$ cat config.mk
export PLATFORM = sky130hd
export DESIGN_NAME = effective_address_unit
export DESIGN_NICKNAME = d
export VERILOG_FILES = /design/src/hdl/ea_pkg.sv /design/src/hdl/effective_address_unit.sv /design/src/hdl/ea_adder.sv /design/src/hdl/ea_operand_select.sv
export SDC_FILE = /design/constraint.sdc
export NUM_CORES = 1
export LEC_CHECK = 0
export ABC_AREA = 1
export BUFFER_PORTS_ARGS = -buffer_cell sky130_fd_sc_hd__buf_4
export CAP_MARGIN = 0
export CORE_MARGIN = 1.5
export CORE_UTILIZATION = 55
export DETAILED_ROUTE_END_ITERATION = 12
export PLACE_DENSITY = 0.83
export SLEW_MARGIN = 20
export SYNTH_ARGS = -nofsm -noshare
export SYNTH_HDL_FRONTEND = slang
export SYNTH_SLANG_ARGS = --single-unit
$ cat constraint.sdc
create_clock -name sys_clk_i -period 7.01 [get_ports sys_clk_i]
set_input_delay 0.701 -clock sys_clk_i [delete_from_list [all_inputs] [get_ports sys_clk_i]]
set_output_delay 0.701 -clock sys_clk_i [all_outputs]
set_load 0.05 [all_outputs]
$ cat src/hdl/ea_pkg.sv
package ea_pkg;

  // ---------------------------------------------------------------
  // Widths and instruction fields
  // ---------------------------------------------------------------
  localparam int ADDR_W = 16;
  localparam int DATA_W = 16;
  localparam int DISP_W = 8;
  localparam int OPC_MSB = 15;
  localparam int OPC_LSB = 11;
  localparam int POST_BIT = 10;
  localparam int IND_BIT = 9;
  localparam int PRE_BIT = 8;
  localparam int DISP_MSB = 7;
  localparam int DISP_LSB = 0;
  localparam int MIR_W = 32;
  localparam int MIR_CT_LSB = 21;
  localparam int MIR_CT_MSB = 23;

  // ---------------------------------------------------------------
  // Register port map and reset values
  // ---------------------------------------------------------------
  localparam int REG_AW = 4;
  localparam logic [3:0] REG_CTRL = 4'h0;
  localparam logic [3:0] REG_PC = 4'h1;
  localparam logic [3:0] REG_VADDR = 4'h2;
  localparam logic [3:0] REG_STATUS = 4'h3;
  localparam logic [3:0] REG_INSTR = 4'h4;
  localparam logic [3:0] REG_HOLD = 4'h5;
  localparam int CTRL_EN_BIT = 0;
  localparam logic [15:0] RST_PC = 16'h0000;
  localparam logic [15:0] RST_WORD = 16'h0000;
  localparam logic RST_ENABLE = 1'b1;
  localparam logic [15:0] PC_STEP = 16'h0001;

  // ---------------------------------------------------------------
  // Types
  // ---------------------------------------------------------------
  typedef enum logic [2:0] {
    CT_NONE = 3'h0,
    CT_FETCH = 3'h1,
    CT_OPERAND_READ_CYCLE = 3'h2,
    CT_INDIRECT_ADDR_READ_CYCLE = 3'h3,
    CT_OPERAND_STORE_CYCLE = 3'h4
  } cycle_type_t;

  typedef enum logic [2:0] {
    ST_IDLE = 3'b001,
    ST_WAIT = 3'b010,
    ST_RELEASE = 3'b100
  } fsm_state_t;

  typedef struct packed {
    logic req;
    logic write;
    cycle_type_t ctype;
    logic [15:0] vaddr;
  } mem_req_t;

  typedef struct packed {
    logic post;
    logic ind;
    logic pre;
    logic [7:0] disp;
  } mode_bits_t;

  function automatic mode_bits_t decode_mode(input logic [15:0] w);
    mode_bits_t m;
    m.post = w[POST_BIT];
    m.ind = w[IND_BIT];
    m.pre = w[PRE_BIT];
    m.disp = w[DISP_MSB:DISP_LSB];
    return m;
  endfunction

  function automatic logic [15:0] sext_disp(input logic [7:0] d);
    return {{(ADDR_W - DISP_W){d[DISP_W - 1]}}, d};
  endfunction

  function automatic cycle_type_t decode_ctype(input logic [2:0] b);
    cycle_type_t c;
    case (b)
      3'h1: c = CT_FETCH;
      3'h2: c = CT_OPERAND_READ_CYCLE;
      3'h3: c = CT_INDIRECT_ADDR_READ_CYCLE;
      3'h4: c = CT_OPERAND_STORE_CYCLE;
      default: c = CT_NONE;
    endcase
    return c;
  endfunction

endpackage

$ cat src/hdl/effective_address_unit.sv
// The strobed register port and the register offsets are this design's own decisions.
`timescale 1ns/1ps
// Contract
// RULE1: Each memory reference carries one of four types
// RULE2: Opcode 15:11, post 10, indirect 9, pre 8, displacement
// RULE3: Displacement is sign-extended two's complement
// RULE4: No mode bits: address is PC plus displacement
// RULE5: Pre-index replaces PC as base, before indirection
// RULE6: Indirect: base plus displacement reads address word
// RULE7: Post-index added after indirection or directly
// RULE8: Indexing costs nothing; indirect costs one cycle
// RULE9: Indirect word to holding register, then plus post-index
// RULE10: Fetch uses PC and increments it by one
// RULE11: Non-fetch uses adder; only store writes
// RULE12: Fetch latches PC and raises request together
// RULE13: Fetched word loads instruction and holding registers
// RULE14: Three mode bits steer adder operand selectors
// RULE15: Cycle type from microinstruction bits 21 to 23
// RULE16: Two adders plus selectors form the address
// RULE17: Jump, byte, register-block skip mode decoding
// RULE18: Virtual address is 16 bits to translation
// RULE19: Request held until memory signals data ready
// RULE20: Additions are modulo two to the sixteenth
module effective_address_unit (
  input wire logic sys_clk_i,
  input wire logic reset_n_i,
  input wire logic clk_en_i,
  // Microcode side
  input wire logic cycle_start_i,
  input wire logic [31:0] microinstruction_register_i,
  input wire logic exclude_mode_i,
  input wire logic [15:0] pre_index_i,
  input wire logic [15:0] post_index_i,
  output logic start_ready_o,
  output logic cycle_done_o,
  output logic [15:0] instr_reg_o,
  output logic [15:0] hold_reg_o,
  output logic [15:0] fetch_pointer_o,
  // Memory side
  output ea_pkg::mem_req_t mem_o,
  input wire logic mem_data_ready_i,
  input wire logic [15:0] mem_rdata_i,
  // Register port
  input wire logic [3:0] reg_addr_i,
  input wire logic [15:0] reg_wdata_i,
  input wire logic reg_wr_i,
  input wire logic reg_rd_i,
  output logic [15:0] reg_rdata_o
);

  // ---------------------------------------------------------------
  // State
  // ---------------------------------------------------------------
  typedef struct packed {
    ea_pkg::fsm_state_t fsm;
    logic [15:0] pc;
    ea_pkg::mem_req_t mem;
    logic [15:0] ir;
    logic [15:0] hold;
    logic ind_done;
    logic done;
    logic enable;
    logic [15:0] rdata;
    logic rdy_meta;
    logic rdy_sync;
  } state_t;

  state_t s_q;
  state_t s_d;

  ea_pkg::mode_bits_t mode;
  ea_pkg::cycle_type_t ctype;
  logic [15:0] a1;
  logic [15:0] b1;
  logic [15:0] a2;
  logic [15:0] b2;
  logic [15:0] sum1;
  logic [15:0] sum2;
  logic start;
  logic [15:0] status_word;
  logic [15:0] cyc_vaddr;
  logic cyc_write;
  logic ld_ir;
  logic ld_hold;
  logic set_ind;
  logic clr_ind;
  logic [15:0] rd_word;

  // ---------------------------------------------------------------
  // Decode
  // ---------------------------------------------------------------
  assign mode = ea_pkg::decode_mode(s_q.ir); // [RULE2] [RULE14]
  assign ctype = ea_pkg::decode_ctype(
    microinstruction_register_i[ea_pkg::MIR_CT_MSB:ea_pkg::MIR_CT_LSB]); // [RULE15]

  // ---------------------------------------------------------------
  // Address datapath
  // ---------------------------------------------------------------
  ea_operand_select u_select (
    .mode_i(mode),
    .exclude_i(exclude_mode_i),
    .ind_done_i(s_q.ind_done),
    .pc_i(s_q.pc),
    .pre_index_i(pre_index_i),
    .post_index_i(post_index_i),
    .hold_i(s_q.hold),
    .sum1_i(sum1),
    .a1_o(a1),
    .b1_o(b1),
    .a2_o(a2),
    .b2_o(b2)
  );

  // Base plus displacement
  ea_adder #(.W(ea_pkg::ADDR_W)) u_adder_base ( // [RULE16]
    .a_i(a1),
    .b_i(b1),
    .sum_o(sum1)
  );

  // Post-index stage
  ea_adder #(.W(ea_pkg::ADDR_W)) u_adder_post ( // [RULE16]
    .a_i(a2),
    .b_i(b2),
    .sum_o(sum2)
  );

  // ---------------------------------------------------------------
  // Handshake
  // ---------------------------------------------------------------
  // New cycle only once memory has dropped its previous ready
  assign start = cycle_start_i && (s_q.fsm == ea_pkg::ST_IDLE) && s_q.enable &&
                 (ctype != ea_pkg::CT_NONE) && !s_q.rdy_sync;
  assign start_ready_o = (s_q.fsm == ea_pkg::ST_IDLE) && s_q.enable && !s_q.rdy_sync;

  assign status_word = {10'h000, s_q.ind_done, (s_q.fsm != ea_pkg::ST_IDLE),
                        s_q.mem.req, s_q.mem.ctype};

  // ---------------------------------------------------------------
  // Address and direction of the requested cycle
  // ---------------------------------------------------------------
  always_comb begin
    case (ctype)
      ea_pkg::CT_FETCH: begin
        cyc_vaddr = s_q.pc; // [RULE10] [RULE12] [RULE18]
        cyc_write = 1'b0;
      end
      ea_pkg::CT_INDIRECT_ADDR_READ_CYCLE: begin
        // Base plus displacement, or hold when excluded; post-index waits
        cyc_vaddr = exclude_mode_i ? sum2 : sum1; // [RULE6] [RULE11]
        cyc_write = 1'b0;
      end
      ea_pkg::CT_OPERAND_STORE_CYCLE: begin
        cyc_vaddr = sum2; // [RULE7] [RULE11] [RULE18]
        cyc_write = 1'b1; // [RULE11]
      end
      default: begin
        cyc_vaddr = sum2; // [RULE4] [RULE7] [RULE11]
        cyc_write = 1'b0;
      end
    endcase
  end

  // ---------------------------------------------------------------
  // What an answered cycle loads
  // ---------------------------------------------------------------
  always_comb begin
    ld_ir = 1'b0;
    ld_hold = 1'b0;
    set_ind = 1'b0;
    clr_ind = 1'b0;
    case (s_q.mem.ctype)
      ea_pkg::CT_FETCH: begin
        ld_ir = 1'b1; // [RULE13]
        ld_hold = 1'b1; // [RULE13]
        clr_ind = 1'b1;
      end
      ea_pkg::CT_INDIRECT_ADDR_READ_CYCLE: begin
        ld_hold = 1'b1; // [RULE9]
        set_ind = 1'b1; // [RULE9]
      end
      ea_pkg::CT_OPERAND_READ_CYCLE: begin
        ld_hold = 1'b1;
      end
      default: begin
        ld_hold = 1'b0;
      end
    endcase
  end

  // ---------------------------------------------------------------
  // Register read mux
  // ---------------------------------------------------------------
  always_comb begin
    case (reg_addr_i)
      ea_pkg::REG_CTRL: rd_word = {15'h0000, s_q.enable};
      ea_pkg::REG_PC: rd_word = s_q.pc;
      ea_pkg::REG_VADDR: rd_word = s_q.mem.vaddr;
      ea_pkg::REG_STATUS: rd_word = status_word;
      ea_pkg::REG_INSTR: rd_word = s_q.ir;
      ea_pkg::REG_HOLD: rd_word = s_q.hold;
      default: rd_word = 16'h0000;
    endcase
  end

  // ---------------------------------------------------------------
  // Next state
  // ---------------------------------------------------------------
  always_comb begin
    s_d = s_q;
    s_d.done = 1'b0;
    // Ready comes from the asynchronous memory side
    s_d.rdy_meta = mem_data_ready_i;
    s_d.rdy_sync = s_q.rdy_meta;

    // Register writes
    if (reg_wr_i) begin
      case (reg_addr_i)
        ea_pkg::REG_CTRL: s_d.enable = reg_wdata_i[ea_pkg::CTRL_EN_BIT];
        ea_pkg::REG_PC: s_d.pc = reg_wdata_i;
        default: s_d.enable = s_q.enable;
      endcase
    end

    // Register reads, answered the next cycle
    s_d.rdata = 16'h0000;
    if (reg_rd_i) begin
      s_d.rdata = rd_word;
    end

    case (s_q.fsm)
      ea_pkg::ST_IDLE: begin
        if (start) begin
          // Address formed in the same step: indexing adds no time
          s_d.mem.req = 1'b1; // [RULE8] [RULE12]
          s_d.mem.ctype = ctype; // [RULE1]
          s_d.fsm = ea_pkg::ST_WAIT;
          s_d.mem.vaddr = cyc_vaddr; // [RULE11] [RULE18]
          s_d.mem.write = cyc_write; // [RULE11]
          if (ctype == ea_pkg::CT_FETCH) begin
            s_d.pc = s_q.pc + ea_pkg::PC_STEP; // [RULE10] [RULE20]
          end
        end
      end
      ea_pkg::ST_WAIT: begin
        if (s_q.rdy_sync) begin
          s_d.mem.req = 1'b0; // [RULE19]
          s_d.done = 1'b1;
          s_d.fsm = ea_pkg::ST_RELEASE;
          if (ld_ir) begin
            s_d.ir = mem_rdata_i; // [RULE13]
          end
          if (ld_hold) begin
            s_d.hold = mem_rdata_i; // [RULE9] [RULE13]
          end
          if (set_ind || clr_ind) begin
            s_d.ind_done = set_ind; // [RULE9]
          end
        end
      end
      ea_pkg::ST_RELEASE: begin
        // Wait for memory to withdraw ready
        if (!s_q.rdy_sync) begin
          s_d.fsm = ea_pkg::ST_IDLE;
        end
      end
      default: begin
        s_d.fsm = ea_pkg::ST_IDLE;
        s_d.mem.req = 1'b0;
      end
    endcase
  end

  // ---------------------------------------------------------------
  // Registers
  // ---------------------------------------------------------------
  always_ff @(posedge sys_clk_i or negedge reset_n_i) begin
    if (!reset_n_i) begin
      s_q.fsm <= ea_pkg::ST_IDLE;
      s_q.pc <= ea_pkg::RST_PC;
      s_q.mem <= '0;
      s_q.ir <= ea_pkg::RST_WORD;
      s_q.hold <= ea_pkg::RST_WORD;
      s_q.ind_done <= 1'b0;
      s_q.done <= 1'b0;
      s_q.enable <= ea_pkg::RST_ENABLE;
      s_q.rdata <= 16'h0000;
      s_q.rdy_meta <= 1'b0;
      s_q.rdy_sync <= 1'b0;
    end else if (clk_en_i) begin
      s_q <= s_d;
    end
  end

  // ---------------------------------------------------------------
  // Outputs
  // ---------------------------------------------------------------
  assign mem_o = s_q.mem;
  assign cycle_done_o = s_q.done;
  assign instr_reg_o = s_q.ir;
  assign hold_reg_o = s_q.hold;
  assign fetch_pointer_o = s_q.pc;
  assign reg_rdata_o = s_q.rdata;

endmodule // effective_address_unit

$ cat src/hdl/ea_adder.sv
`timescale 1ns/1ps
module ea_adder #(
  parameter int W = 16
) (
  input wire logic [W-1:0] a_i,
  input wire logic [W-1:0] b_i,
  output logic [W-1:0] sum_o
);

  // Carry out of the top bit is dropped
  assign sum_o = a_i + b_i; // [RULE20]

endmodule // ea_adder

$ cat src/hdl/ea_operand_select.sv
`timescale 1ns/1ps
module ea_operand_select (
  input wire ea_pkg::mode_bits_t mode_i,
  input wire logic exclude_i,
  input wire logic ind_done_i,
  input wire logic [15:0] pc_i,
  input wire logic [15:0] pre_index_i,
  input wire logic [15:0] post_index_i,
  input wire logic [15:0] hold_i,
  input wire logic [15:0] sum1_i,
  output logic [15:0] a1_o,
  output logic [15:0] b1_o,
  output logic [15:0] a2_o,
  output logic [15:0] b2_o
);

  always_comb begin
    // First adder: base plus displacement
    a1_o = mode_i.pre ? pre_index_i : pc_i; // [RULE5] [RULE14]
    b1_o = ea_pkg::sext_disp(mode_i.disp); // [RULE3] [RULE4]
    // Second adder: indirect word or first sum, plus post-index
    if (exclude_i) begin
      a2_o = hold_i; // [RULE17]
      b2_o = 16'h0000;
    end else begin
      a2_o = (mode_i.ind && ind_done_i) ? hold_i : sum1_i; // [RULE6] [RULE9]
      b2_o = mode_i.post ? post_index_i : 16'h0000; // [RULE7] [RULE14]
    end
  end

endmodule // ea_operand_select

==> flow_summary.yaml <==
setup_path:
  cpMostUsedCell: "nand2_1"
  ff2ff_path_depth: 25
  endpoint_kind: "flip-flop"
  rrSetupSlack_ns: 2.06
  cp-start-kind: "flip-flop"
  cp.arrival_ns: 5.23
  cp_slowest_stage_delay_ns: 0.96
  timing_worst_setup_path_type: "reg2reg"
  critPathTopFamily: "compound AO/OA/AOI/OAI gates"
  crit_required_ns: 7.29
  crit_buf_inv: 3
  crit_fanout: 34
  path_depth: 25
  crit_slowest_cell: "dfrtp_1"
clock_network:
  cts_hold_repair.buffers: 0
  post_cts.repair.setup_buffers: 0
  path_clk_slew_ns: 0.07
  cts_tree: "yes"
  numCtsBuffers: 9
  clk_latency_ns: 0.36
  htreeDepth: 3
  cts-root-buf: "clkbuf_16"
  post_cts_resized: 0
  clock_path_buffers: 2
  clock-sinks: 93
grt:
  overflow: 0
  grt_use_total: 0.3377
  grt_max_degree: 55
  grt_pass1_vias: 6922
  grt_pass1_wl_um: 37430
  antenna_found_initial: 0
sta:
  fmax_ghz: 0.2022
  holdWs_ns: 0.3017
  fin_skew_ns: 0.01058
  finalHoldViolCount: 0
  rsz0062_at_grt: "false"
  finalMaxSlewViolations: 0
  setup_viol: 0
  fin_tns_setup_ns: 0
  period_needed_ns: 4.947
  period_share: 0.7056
  slew-limit-headroom: 0.2966
  max_slew.worst_pin.slew_ns: 1.049
routing:
  drc_errors: 0
  via_per_inst: 5.766
  routedWlPerCell_um: 18.28
  vias: 7652
  wirelength_um: 24260
  drt_iter0_markers: 996
  drtPass1Iterations: 9
  antenna_left: 0
logic_synthesis:
  syn_nets: 1226
  synth_area_um2: 7565
  yosys-top-cells-count: "nand2_1 (259), o21ai_0 (143), inv_1 (123)"
  synth_top_cell_area_share: 0.3010
  yosysUniqueCellTypes: 43
  synth_area_per_cell_um2: 6.972
  yosys.area.top_type: "dfrtp_1"
  synth_seq_cells: 93
  synthCells: 1085
  synthTopCellsByArea: "dfrtp_1 (30%), nand2_1 (13%), o21ai_0 (9.5%)"
  synth_seq_area_share: 0.3080
  synth_top_flop_cell: "dfrtp_1"
  synth_warnings: 0
  async_reset_ff_frac: 1.000
  synth-edff-count: 0
  yosysMostFrequentCell: "nand2_1"
status:
  status: "finished, final reports clean"
place:
  gp_congestion: 0.9785
  dpl_cell_area_um2: 8252
  io_buffer_count: 165
  dp_hpwl_um: 18970
floorplan:
  core_um2: 13350
  initial_core_util: 0.5667
  dieHeight_um: 120.3
  die_w_um: 120.3
  die_area_um2: 14470
  placementRows: 42
  io_pins: 195
pwr:
  p_leak_nw: 4.324
  ir_drop_mv: 0.2820
  powerDensity_nw_per_um2: 333.3
final_layout:
  fill_cells: 1232
  layout-drive-gt1-share: 0.1920
  syn_to_final_growth_pct: 13.51
  insertedDiodeCount: 0
  design_area_um2: 8587
  nNetsFinal: 1287
hold_path:
  min_path_type: "in2async"
run:
  drv_cap: 0
[routing by layer]
layer / track usage / vias to the layer above / wire length, um
met2: 0.5100 / 463 / 10400
met5: 0 / - / 0
li1: - / 3624 / -
met3: 0.05613 / 63 / 2802
met1: 0.4858 / 3502 / 10260
met4: 0.1294 / 0 / 799
[kinds of logic (layout without fill, tap and decap cells)]
family / Yosys count / after routing / synth area share
flip-flops: 93 / 93 / 0.3080
AO/OA/AOI/OAI: 273 / 273 / 0.1996
AND/OR/NAND/NOR: 403 / 403 / 0.2294
adder cells (fa/ha/maj): 33 / 33 / 0.05657
XOR/XNOR: 28 / 28 / 0.03242
buffers and inverters: 255 / 321 / 0.1740
[path summary, 6_finish.rpt]
kind | startpoint | end
setup reg to reg | instr_reg_o[8] | mem_o[15]
setup / recovery | instr_reg_o[8] | mem_o[15]
max in group asynchronous | reset_n_i | hold_reg_o[10]
hold reg to reg | s_d[0] | s_d[0]
hold / removal | reset_n_i | mem_o[20]
min in group sys_clk_i | s_d[0] | s_d[0]
[state kept, by name, indices dropped and copies added, names as in the netlist]
| register | cells |
|---|---|
| hold_reg_o | 16 |
| s_d | 1 |
| mem_o | 21 |
| instr_reg_o | 16 |
| fetch_pointer_o | 16 |
| s_q | 6 |
| cycle_done_o | 1 |
| reg_rdata_o | 16 |
[where the power goes]
| group | switching, mW | internal, mW |
|---|---|---|
| Clock | 0.230 | 0.318 |
| Combinational | 1.01 | 0.437 |
| Sequential | 0.200 | 0.669 |
[cell usage in the layout (no fill, tap or decap), drive strengths merged]
| master | synthesis | routed |
|---|---|---|
| a31oi | 8 | 8 |
| or2 | 5 | 5 |
| inv | 132 | 136 |
| o21bai | 4 | 4 |
| nor4 | 3 | 3 |
| clkinv | 2 | 2 |
| buf | 96 | 170 |
| dfrtp | 91 | 91 |
| a41oi | 1 | 1 |
| nor3 | 15 | 15 |
| clkbuf | 25 | 10 |
| clkinvlp | 0 | 1 |
| a311oi | 1 | 1 |
| xor2 | 23 | 23 |
| nand3 | 58 | 58 |
| o22ai | 14 | 14 |
| o21ai | 158 | 158 |
| dfstp | 2 | 2 |
| nor2 | 53 | 53 |
| nand4 | 4 | 4 |
| ha | 31 | 31 |
| nand3b | 3 | 3 |
| fa | 2 | 2 |
| xnor2 | 5 | 5 |
| o221ai | 4 | 4 |
| a221oi | 9 | 9 |
| a211oi | 2 | 2 |
| nand2 | 262 | 262 |
| a21oi | 54 | 54 |
| o31ai | 4 | 4 |
| bufinv | 0 | 2 |
| o211ai | 10 | 10 |
| a22oi | 4 | 4 |
[worst register-to-register path, delay by kind of cell, from the launching register on]
kind	cells	cell delay, ns
DFF	1	0.96
xor gates and xnor gates	1	0.14
adders and majority gates	3	1.10
and+or+nand+nor	12	1.17
buffers and inverters	3	0.15
AOI/OAI and AO/OA	6	1.34
[per-stage QoR]
| stage | std cells | utilization | setup WS (ns) | power, mW |
|---|---|---|---|---|
| after detailed placement | 1310 | 0.6182 | 2.164 | 2.292 |
| final | 1327 | 0.6433 | 2.063 | 2.862 |
| after global placement | 1309 | 0.6174 | 2.264 | 2.270 |
| after CTS | 1326 | 0.6428 | 2.121 | 2.841 |
| after global routing | 1327 | 0.6433 | 1.752 | 2.991 |
| after floorplan | 1085 | - | 3.258 | 1.967 |
[final cells by class]
class	instances	area [um^2]	share of cell area
multi-input combinational	737	3919	0.4564
clock inverter	7	102.6	0.01195
clock buffer	9	225.2	0.02623
sequential	93	2330	0.2713
tap	176	220.2	0.02564
timing repair buffer	171	1287	0.1499
inverter	134	503.0	0.05857
(Power assumes the default switching activity.)
